File: config.mk
export PLATFORM = sky130hd
export DESIGN_NAME = fieldbus_slave_output_watchdog
export DESIGN_NICKNAME = d
export VERILOG_FILES = /design/src/slave_wd_pkg.sv /design/src/comm_watchdog.sv /design/src/fieldbus_slave_output_watchdog.sv
export VERILOG_INCLUDE_DIRS = /design/src
export SDC_FILE = /design/constraint.sdc
export NUM_CORES = 1
export LEC_CHECK = 0
export BUFFER_PORTS_ARGS = -buffer_cell sky130_fd_sc_hd__buf_2
export CAP_MARGIN = 20
export CORE_MARGIN = 3
export CORE_UTILIZATION = 53
export CTS_CLUSTER_DIAMETER = 150
export DETAILED_ROUTE_END_ITERATION = 16
export PLACE_DENSITY = 0.76
export SLEW_MARGIN = 15
export SYNTH_ARGS = -nofsm -noshare
export SYNTH_HDL_FRONTEND = slang
export SYNTH_SLANG_ARGS = --single-unit
File: constraint.sdc
create_clock -name clk_sys -period 3.2 [get_ports clk_sys]
set_input_delay 0.16 -clock clk_sys [delete_from_list [all_inputs] [get_ports clk_sys]]
set_output_delay 0.16 -clock clk_sys [all_outputs]
set_load 0.02 [all_outputs]
File: src/slave_wd_map.svh
// Register offsets, reset values and timing counts of the output watchdog.
// Assumes a 200 MHz system clock and a 16-bit register port.
`ifndef SLAVE_WD_MAP_SVH
`define SLAVE_WD_MAP_SVH

`define OFS_PRESCALE_MULT 12'h0400
`define OFS_LOCAL_WD_TIME 12'h0410
`define OFS_SYNC_WD_TIME 12'h0420
`define OFS_WD_STATUS 12'h0430

`define RST_PRESCALE_MULT 16'h09c2
`define RST_LOCAL_WD_TIME 16'h03e8
`define RST_SYNC_WD_TIME 16'h03e8

// Status word field positions
`define STS_SYNC_EXP 0
`define STS_LOCAL_EXP 1
`define STS_STATE_LSB 4

// One base period of the 25 MHz local clock, counted in system clocks
`define CLK_PERIOD_NS 5
`define BASE_PERIOD_NS 40
`define BASE_CYCLES ((`BASE_PERIOD_NS + `CLK_PERIOD_NS - 1) / `CLK_PERIOD_NS)
// Base periods beyond the multiplier value in one watchdog tick
`define TICK_EXTRA 2

// State codes as seen on the request and status ports
`define CODE_INIT 4'h1
`define CODE_PREOP 4'h2
`define CODE_UPDATE 4'h3
`define CODE_GUARD 4'h4
`define CODE_RUN 4'h8

`endif

File: src/slave_wd_pkg.sv
// Types shared by the watchdog and slave state logic.
// Assumes slave_wd_map.svh for the numbers.
package slave_wd_pkg;

	typedef enum logic [2:0] {
		st_initial,
		st_preparatory,
		st_guarded,
		st_running,
		st_update
	} slave_state_t;

	typedef struct packed {
		logic wr;
		logic rd;
		logic [11:0] addr;
		logic [15:0] wdata;
	} reg_req_t;

	typedef struct packed {
		logic valid;
		logic [3:0] code;
	} state_req_t;

	typedef struct packed {
		logic mailbox_ok;
		logic process_ok;
		logic clock_sync_ok;
	} config_check_t;

endpackage : slave_wd_pkg

File: src/comm_watchdog.sv
// One communication watchdog counting shared ticks since the last kick.
// Assumes tick is a single-cycle pulse from the common prescaler.
`timescale 1ns/1ps
`include "slave_wd_map.svh"

module comm_watchdog #(
	parameter int TIME_W = 16
) (
	// Clock and reset
	input wire logic clk_sys,
	input wire logic rst,
	// Events
	input wire logic tick,
	input wire logic kick,
	input wire logic [TIME_W-1:0] limit,
	// State
	output logic expired
);

	logic [TIME_W-1:0] count;
	logic [TIME_W-1:0] next_count;
	logic next_expired;

	always_comb begin
		next_count = count;
		next_expired = expired;
		if (kick) begin
			// A kick restarts the count ahead of the zero-limit check
			next_count = '0; // see RL2
			next_expired = 1'b0;
		end else if (limit == '0) begin
			// Zero limit switches the watchdog off completely
			next_count = '0; // see RL9
			next_expired = 1'b0;
		end else if (tick && !expired) begin
			if (count + 1'b1 >= limit) begin
				next_expired = 1'b1; // see RL5
			end else begin
				next_count = count + 1'b1;
			end
		end
	end

	always_ff @(posedge clk_sys) begin
		if (rst) begin
			count <= '0;
			expired <= 1'b0;
		end else begin
			count <= next_count;
			expired <= next_expired;
		end
	end
endmodule : comm_watchdog

File: src/fieldbus_slave_output_watchdog.sv
// Output safety of a fieldbus slave: shared prescaler, two watchdogs,
// slave state machine and the gated output register.
// Assumes register, request and access strobes synchronous to clk_sys.
`timescale 1ns/1ps
`include "slave_wd_map.svh"

// What this block does
// RL1: Two independent watchdogs, both default 100 ms
// RL2: Only bus process data access restarts sync watchdog
// RL3: Sync expiry clears outputs, state stays unchanged
// RL4: Local watchdog fires on idle local interface
// RL5: Shared tick, separate timer setting per watchdog
// RL6: Tick equals multiplier plus two 40 ns periods
// RL7: Multiplier resets to 2498, timers to 1000
// RL8: Timer 0..65535, multiplier 1..65535
// RL9: Sync timer zero disables that watchdog
// RL10: Settings writable at any time, no configurator enable
// RL11: Five states, initial after reset, no traffic
// RL12: Master configures mailbox channels in initial state
// RL13: Mailbox setup checked entering preparatory state
// RL14: Preparatory allows mailbox, refuses process data
// RL15: Master configures process channels in preparatory
// RL16: Guarded entry checks, then snapshots inputs first
// RL17: Guarded: traffic allowed, inputs cycle, outputs safe
// RL18: Normal start-up settles in running state
// RL19: Running state copies master data to outputs
// RL20: Failed check keeps state, no acknowledge
module fieldbus_slave_output_watchdog #(
	parameter int OUT_W = 2,
	parameter int IN_W = 8
) (
	// Clock and reset
	input wire logic clk_sys,
	input wire logic rst,
	// Register port
	input wire slave_wd_pkg::reg_req_t reg_req,
	output logic [15:0] reg_rdata,
	output logic reg_ack,
	// State requests from the master and configuration checks
	input wire slave_wd_pkg::state_req_t state_req,
	input wire slave_wd_pkg::config_check_t cfg_check,
	output logic state_ack,
	output logic state_refused,
	output logic [3:0] state_code,
	output logic mailbox_enable,
	output logic process_enable,
	// Traffic strobes
	input wire logic bus_pd_access,
	input wire logic local_access,
	// Process data
	input wire logic [OUT_W-1:0] master_out,
	input wire logic [IN_W-1:0] field_in,
	output logic [OUT_W-1:0] out_pins,
	output logic [IN_W-1:0] input_buffer,
	// Watchdog state
	output logic sync_expired,
	output logic local_expired
);

	localparam int BASE_W = $clog2(`BASE_CYCLES + 1);
	localparam logic [BASE_W-1:0] BASE_LAST = BASE_W'(`BASE_CYCLES - 1);
	// Allowed traffic per state: {mailbox, process data}
	function automatic logic [1:0] traffic_of(slave_wd_pkg::slave_state_t s);
		case (s)
			slave_wd_pkg::st_preparatory: traffic_of = 2'b10;
			slave_wd_pkg::st_guarded: traffic_of = 2'b11;
			slave_wd_pkg::st_running: traffic_of = 2'b11;
			slave_wd_pkg::st_update: traffic_of = 2'b10;
			default: traffic_of = 2'b00;
		endcase
	endfunction : traffic_of
	function automatic logic [3:0] code_of(slave_wd_pkg::slave_state_t s);
		case (s)
			slave_wd_pkg::st_preparatory: code_of = `CODE_PREOP;
			slave_wd_pkg::st_guarded: code_of = `CODE_GUARD;
			slave_wd_pkg::st_running: code_of = `CODE_RUN;
			slave_wd_pkg::st_update: code_of = `CODE_UPDATE;
			default: code_of = `CODE_INIT;
		endcase
	endfunction : code_of

	// Registers
	logic [15:0] prescale_mult;
	logic [15:0] local_wd_time;
	logic [15:0] sync_wd_time;
	logic [15:0] next_prescale_mult;
	logic [15:0] next_local_wd_time;
	logic [15:0] next_sync_wd_time;
	logic [15:0] next_reg_rdata;
	logic next_reg_ack;
	logic sync_exp_raw;
	logic local_exp_raw;
	always_comb begin
		next_prescale_mult = prescale_mult;
		next_local_wd_time = local_wd_time;
		next_sync_wd_time = sync_wd_time;
		next_reg_rdata = 16'h0000;
		next_reg_ack = reg_req.wr | reg_req.rd;
		if (reg_req.wr) begin
			case (reg_req.addr)
				`OFS_PRESCALE_MULT: begin
					// Zero is outside the multiplier range and is ignored
					if (reg_req.wdata != 16'h0000) begin
						next_prescale_mult = reg_req.wdata; // see RL8
					end
				end
				`OFS_LOCAL_WD_TIME: next_local_wd_time = reg_req.wdata;
				`OFS_SYNC_WD_TIME: next_sync_wd_time = reg_req.wdata; // see RL8
				default: ;
			endcase
		end
		if (reg_req.rd) begin
			case (reg_req.addr)
				`OFS_PRESCALE_MULT: next_reg_rdata = prescale_mult;
				`OFS_LOCAL_WD_TIME: next_reg_rdata = local_wd_time;
				`OFS_SYNC_WD_TIME: next_reg_rdata = sync_wd_time;
				`OFS_WD_STATUS: begin
					next_reg_rdata[`STS_SYNC_EXP] = sync_exp_raw;
					next_reg_rdata[`STS_LOCAL_EXP] = local_exp_raw;
					next_reg_rdata[`STS_STATE_LSB +: 4] = state_code;
				end
				default: next_reg_rdata = 16'h0000;
			endcase
		end
	end
	always_ff @(posedge clk_sys) begin
		if (rst) begin
			prescale_mult <= `RST_PRESCALE_MULT; // see RL7
			local_wd_time <= `RST_LOCAL_WD_TIME; // see RL1
			sync_wd_time <= `RST_SYNC_WD_TIME; // see RL1
			reg_rdata <= 16'h0000;
			reg_ack <= 1'b0;
		end else begin
			prescale_mult <= next_prescale_mult;
			local_wd_time <= next_local_wd_time;
			sync_wd_time <= next_sync_wd_time;
			reg_rdata <= next_reg_rdata;
			reg_ack <= next_reg_ack;
		end
	end

	// Shared prescaler: base periods of the local clock, then mult + 2
	logic [BASE_W-1:0] base_cnt;
	logic [16:0] pre_cnt;
	logic tick;
	logic [BASE_W-1:0] next_base_cnt;
	logic [16:0] next_pre_cnt;
	logic next_tick;
	always_comb begin
		next_base_cnt = base_cnt + 1'b1;
		next_pre_cnt = pre_cnt;
		next_tick = 1'b0;
		if (base_cnt == BASE_LAST) begin
			next_base_cnt = '0;
			// Multiplier changes take effect at once, the compare uses the current value
			if (pre_cnt >= {1'b0, prescale_mult} + 17'(`TICK_EXTRA - 1)) begin
				next_pre_cnt = 17'h0_0000; // see RL6
				next_tick = 1'b1;
			end else begin
				next_pre_cnt = pre_cnt + 17'h0_0001;
			end
		end
	end
	always_ff @(posedge clk_sys) begin
		if (rst) begin
			base_cnt <= '0;
			pre_cnt <= 17'h0_0000;
			tick <= 1'b0;
		end else begin
			base_cnt <= next_base_cnt;
			pre_cnt <= next_pre_cnt;
			tick <= next_tick;
		end
	end

	// Slave state machine
	slave_wd_pkg::slave_state_t state;
	slave_wd_pkg::slave_state_t next_state;
	logic next_state_ack;
	logic next_state_refused;
	logic [IN_W-1:0] next_input_buffer;
	always_comb begin
		next_state = state;
		next_state_ack = 1'b0;
		next_state_refused = 1'b0;
		next_input_buffer = input_buffer;
		if (state == slave_wd_pkg::st_guarded ||
				state == slave_wd_pkg::st_running) begin
			next_input_buffer = field_in; // see RL17
		end
		if (state_req.valid) begin
			next_state_refused = 1'b1; // see RL20
			case (state_req.code)
				`CODE_INIT: begin
					next_state = slave_wd_pkg::st_initial;
					next_state_refused = 1'b0;
				end
				`CODE_PREOP: begin
					if (state == slave_wd_pkg::st_initial) begin
						if (cfg_check.mailbox_ok) begin
							next_state = slave_wd_pkg::st_preparatory; // see RL13
							next_state_refused = 1'b0;
						end
					end else if (state != slave_wd_pkg::st_update) begin
						next_state = slave_wd_pkg::st_preparatory;
						next_state_refused = 1'b0;
					end
				end
				`CODE_UPDATE: begin
					// Update state is reachable from the initial state only
					if (state == slave_wd_pkg::st_initial &&
							cfg_check.mailbox_ok) begin
						next_state = slave_wd_pkg::st_update;
						next_state_refused = 1'b0;
					end
				end
				`CODE_GUARD: begin
					if (state == slave_wd_pkg::st_preparatory) begin
						if (cfg_check.process_ok && cfg_check.clock_sync_ok) begin
							next_state = slave_wd_pkg::st_guarded; // see RL16
							next_input_buffer = field_in; // see RL16
							next_state_refused = 1'b0;
						end
					end else if (state == slave_wd_pkg::st_guarded ||
							state == slave_wd_pkg::st_running) begin
						next_state = slave_wd_pkg::st_guarded;
						next_state_refused = 1'b0;
					end
				end
				`CODE_RUN: begin
					// Master guarantees valid output data before asking
					if (state == slave_wd_pkg::st_guarded ||
							state == slave_wd_pkg::st_running) begin
						next_state = slave_wd_pkg::st_running; // see RL18
						next_state_refused = 1'b0;
					end
				end
				default: ;
			endcase
			next_state_ack = !next_state_refused; // see RL20
		end
	end
	always_ff @(posedge clk_sys) begin
		if (rst) begin
			state <= slave_wd_pkg::st_initial; // see RL11
			state_ack <= 1'b0;
			state_refused <= 1'b0;
			input_buffer <= '0;
		end else begin
			state <= next_state;
			state_ack <= next_state_ack;
			state_refused <= next_state_refused;
			input_buffer <= next_input_buffer;
		end
	end

	// Watchdogs; a bus access counts only while process data is allowed
	logic pd_kick;
	assign pd_kick = bus_pd_access & process_enable;
	comm_watchdog #(.TIME_W(16)) u_sync_wd (
		.clk_sys(clk_sys),
		.rst(rst),
		.tick(tick),
		.kick(pd_kick), // see RL2
		.limit(sync_wd_time),
		.expired(sync_exp_raw)
	);
	// Local watchdog also treats zero as off, matching the sync one
	comm_watchdog #(.TIME_W(16)) u_local_wd (
		.clk_sys(clk_sys),
		.rst(rst),
		.tick(tick),
		.kick(local_access),
		.limit(local_wd_time),
		.expired(local_exp_raw) // see RL4
	);

	// Registered state view and gated outputs
	logic [OUT_W-1:0] next_out_pins;
	logic [1:0] next_traffic;
	always_comb begin
		next_traffic = traffic_of(next_state); // see RL14
		next_out_pins = '0;
		if (state == slave_wd_pkg::st_running && !sync_exp_raw) begin
			next_out_pins = master_out; // see RL19
		end
	end
	always_ff @(posedge clk_sys) begin
		if (rst) begin
			out_pins <= '0;
			mailbox_enable <= 1'b0;
			process_enable <= 1'b0;
			state_code <= `CODE_INIT;
			sync_expired <= 1'b0;
			local_expired <= 1'b0;
		end else begin
			out_pins <= next_out_pins; // see RL3
			mailbox_enable <= next_traffic[1];
			process_enable <= next_traffic[0];
			state_code <= code_of(next_state);
			sync_expired <= sync_exp_raw;
			local_expired <= local_exp_raw;
		end
	end
endmodule : fieldbus_slave_output_watchdog

==> qor.csv <==
stage,metric,value,unit
logic_synthesis,yosysSeqAreaShare,0.374,
cells_and_area,drive_above_1_share,0.219,
grt,grt_pass1_vias,6666,
clocking,insertion_delay,0.43,ns
pwr,p_per_area,427,nW/um2
critical_path,end_kind,flip-flop,
grt,grt_max_degree,43,
clocking,cts_tree,done,
clocking,clk_pin_slew,0.06,ns
logic_synthesis,synth_area_leaders,"dfxtp_1, ha_1, nand2_1",
cells_and_area,fillers,1131,
route,wl_per_cell,16.7,um
grt,grt_pass1_wl,32.9,mm
route,drt_iter0_drc,522,
place,io_buffers,88,
cells_and_area,multiInputGateArea,4720,um2
timing,hold_viol,0,
route,finalWirelength,20.4,mm
timing,tns,0,ns
logic_synthesis,yosysWarnings,0,
clocking,cts_root_buffer,clkbuf_16,
route,route.detailed.drc,0,
logic_synthesis,synthFlopType,dfxtp_1,
critical_path,arrival,3.42,ns
logic_synthesis,synthesis.nets,1013,
place,dpl.hpwl,14.3,mm
logic_synthesis,syn_inst,907,
critical_path,startpoint_type,flip-flop,
min_path,whs_endpoint,local_wd_time[4],
route,vias,7147,
min_path,min_path_cells,3,
clocking,numCtsBuffers,17,
grt,grt-ovfl-total,0,
timing,fin_crit,3.07,ns
die,core-area,14000,um2
critical_path,reg2regPathDepth,12,
pwr,cellLeakagePower,0.00386,uW
clocking,cts.sinks,144,
timing,setup_viol,0,
logic_synthesis,async_flop_share,0,
critical_path,crit_required,3.55,ns
grt,grt_usage,0.254,
cells_and_area,insertedDiodeCount,0,
cells_and_area,area_delta_synth_final,23.2,%
logic_synthesis,ys_ff_latch,144,
cells_and_area,final_util,0.677,
critical_path,worstSetupPathType,flip-flop to flip-flop,
logic_synthesis,avgSynthCellArea,8.51,um2
critical_path,crit_fanout,12,
timing,tightestPinTransition,0.782,ns
route,ant_nets,0,
clocking,cts-htree-levels,4,
timing,clock_skew,0.00515,ns
logic_synthesis,synth.top_cell.area_share,0.374,
timing,slew_violations,0,
critical_path,reg2reg_to,u_sync_wd.count[9],
die,rows,43,
min_path,hold_start,reg_req[4],
die,dieWidth,127,um
die,start_util,0.550,
logic_synthesis,syn-cell-area,7720,um2
die,dieHeight,127,um
logic_synthesis,synth_cell_types,62,
cells_and_area,fin_nets,1135,
clocking,cts_buffer_depth,2,
timing,clock.fmax,325,MHz
job,cap_violations,0,
die,dieArea,16000,um2
timing,maxSlewHeadroom,0.479,
min_path,hold_class,input pin to flip-flop,
timing,fin_crit_sh,0.960,
critical_path,rrSetupSlack,0.13,ns
die,num_io_pins,89,
cells_and_area,final-seq-area,2900,um2
outcome,status,completed,
critical_path,worst_r2r_startpoint,u_sync_wd.count[0],
logic_synthesis,synth_top_cell_by_area,dfxtp_1,
grt,antenna_found_initial,0,
pwr,vdd.ir_drop.worst,0.000462,V
route,vias_per_cell,5.85,
place,place_congestion,0.884,
route,drtPass1Iterations,7,
logic_synthesis,synth_edf_count,0,
-- kinds of logic after synthesis --
kind of cell | after synthesis | synth area share
buf+inv | 81 | 0.0430
xor+xnor | 63 | 0.0715
fa+ha+maj | 54 | 0.0875
simple gates | 360 | 0.237
compound gates | 179 | 0.153
mux | 26 | 0.0339
flops | 144 | 0.374
-- critical path, stage by stage (launching register included) --
cell	delay, ns
dfxtp_2	0.35
and3_1	0.22
nand3_4	0.13
buf_4	0.18
xnor2_1	0.13
ha_1	0.36
a2111oi_2	0.40
nor3_1	0.11
a211oi_2	0.29
o21ai_2	0.11
buf_4	0.17
or4_1	0.42
a21oi_2	0.14
-- routing by layer --
metal	GRT usage	vias up	part of all wire
met5	0	-	0
li1	-	3501	-
met2	0.416	258	0.48
met3	0.0568	54	0.073
met4	0.110	0	0.029
met1	0.321	3334	0.42
-- cell usage after synthesis (17+ instances only) --
cell / instances
inv_1: 44
ha_1: 54
nand3_1: 25
o31ai_1: 17
xnor2_1: 28
nand2_1: 113
a21oi_1: 73
dfxtp_1: 144
mux2i_1: 25
o21ai_0: 24
o211ai_1: 20
xor2_1: 35
clkbuf_1: 27
nor2_1: 87
-- stage by stage --
stage / hold WS [ns] / total power (uW) / std cells / setup slack (ns) / instance area [um2]
2_1_floorplan: 0.276 / 1910 / 907 / 0.00698 / 7720
5_1_grt: 0.0210 / 4170 / 1222 / -0.0505 / 9510
3_3_place_gp: 0.361 / 1970 / 1175 / 0.119 / 8520
6_report: 0.0246 / 4060 / 1222 / 0.127 / 9510
3_5_place_dp: 0.364 / 1970 / 1175 / 0.0162 / 8520
4_1_cts: 0.00492 / 4080 / 1218 / 0.0110 / 9260
-- report_power, final --
part | internal, uW | total, uW | switching (uW) | leakage (uW)
Clock | 1320 | 2110 | 787 | 0.000306
Sequential | 1800 | 1810 | 6.47 | 0.00117
Combinational | 56.1 | 142 | 85.9 | 0.00239
-- worst max path at each step --
stage / from / endpoint / slack, ns / cells past startpoint
6_report: u_sync_wd.count[0] / u_sync_wd.count[9] / 0.13 / 12
2_1_floorplan: u_sync_wd.count[0] / u_sync_wd.count[6] / 0.007 / 14
5_1_grt: u_local_wd.count[1] / u_local_wd.count[6] / -0.05 / 14
3_5_place_dp: u_local_wd.count[1] / u_local_wd.count[2] / 0.02 / 13
4_1_cts: u_local_wd.count[1] / u_local_wd.count[8] / 0.01 / 13
3_3_place_gp: u_local_wd.count[1] / u_local_wd.count[8] / 0.12 / 13
-- what timing repair did --
item | CTS | global route
buffers inserted | 0 | 4
hold endpoints to repair | 11 | 0
pin swaps | 1 | 13
endpoints found under the setup margin | 5 | 43
hold buffers | 11 | 0
resized for setup | 1 | 59
-- cell usage in the layout (no fill, tap or decap), types with 5 or more instances in the layout --
cell,count
buf_4,40
o31ai_1,17
a21oi_2,11
o211ai_1,20
mux2i_1,25
and2_1,10
ha_1,53
nand3b_1,7
inv_1,44
nand4_1,15
xor2_1,34
nor2_1,84
xnor2_1,24
or4_1,13
dlygate4sd3_1,11
o21ai_0,20
nor4_1,14
or3_1,13
nand3_1,22
nor3_1,6
a222oi_1,16
nor3b_1,5
clkbuf_16,17
buf_2,88
dfxtp_2,10
nand2_1,112
a21oi_1,62
and3_1,12
dfxtp_1,134
o21ai_1,5
-- state kept, by name, indices dropped and copies added (netlist names), 2 cells and up --
name / flops
reg_rdata: 16
u_sync_wd.count: 16
local_wd_time: 16
pre_cnt: 17
state: 3
out_pins: 2
input_buffer: 8
sync_wd_time: 16
prescale_mult: 16
state_code: 4
base_cnt: 4
u_local_wd.count: 16
-- layout make-up --
cell class / count / share of cell area
clock buffers: 18 / 0.0462
clock inverters: 14 / 0.0200
inverters: 44 / 0.0174
multi-input cells: 682 / 0.497
flip-flops and latches: 144 / 0.304
well taps: 180 / 0.0237
repair buffers: 140 / 0.0916
No activity file was read; power rests on OpenSTA's default activity.
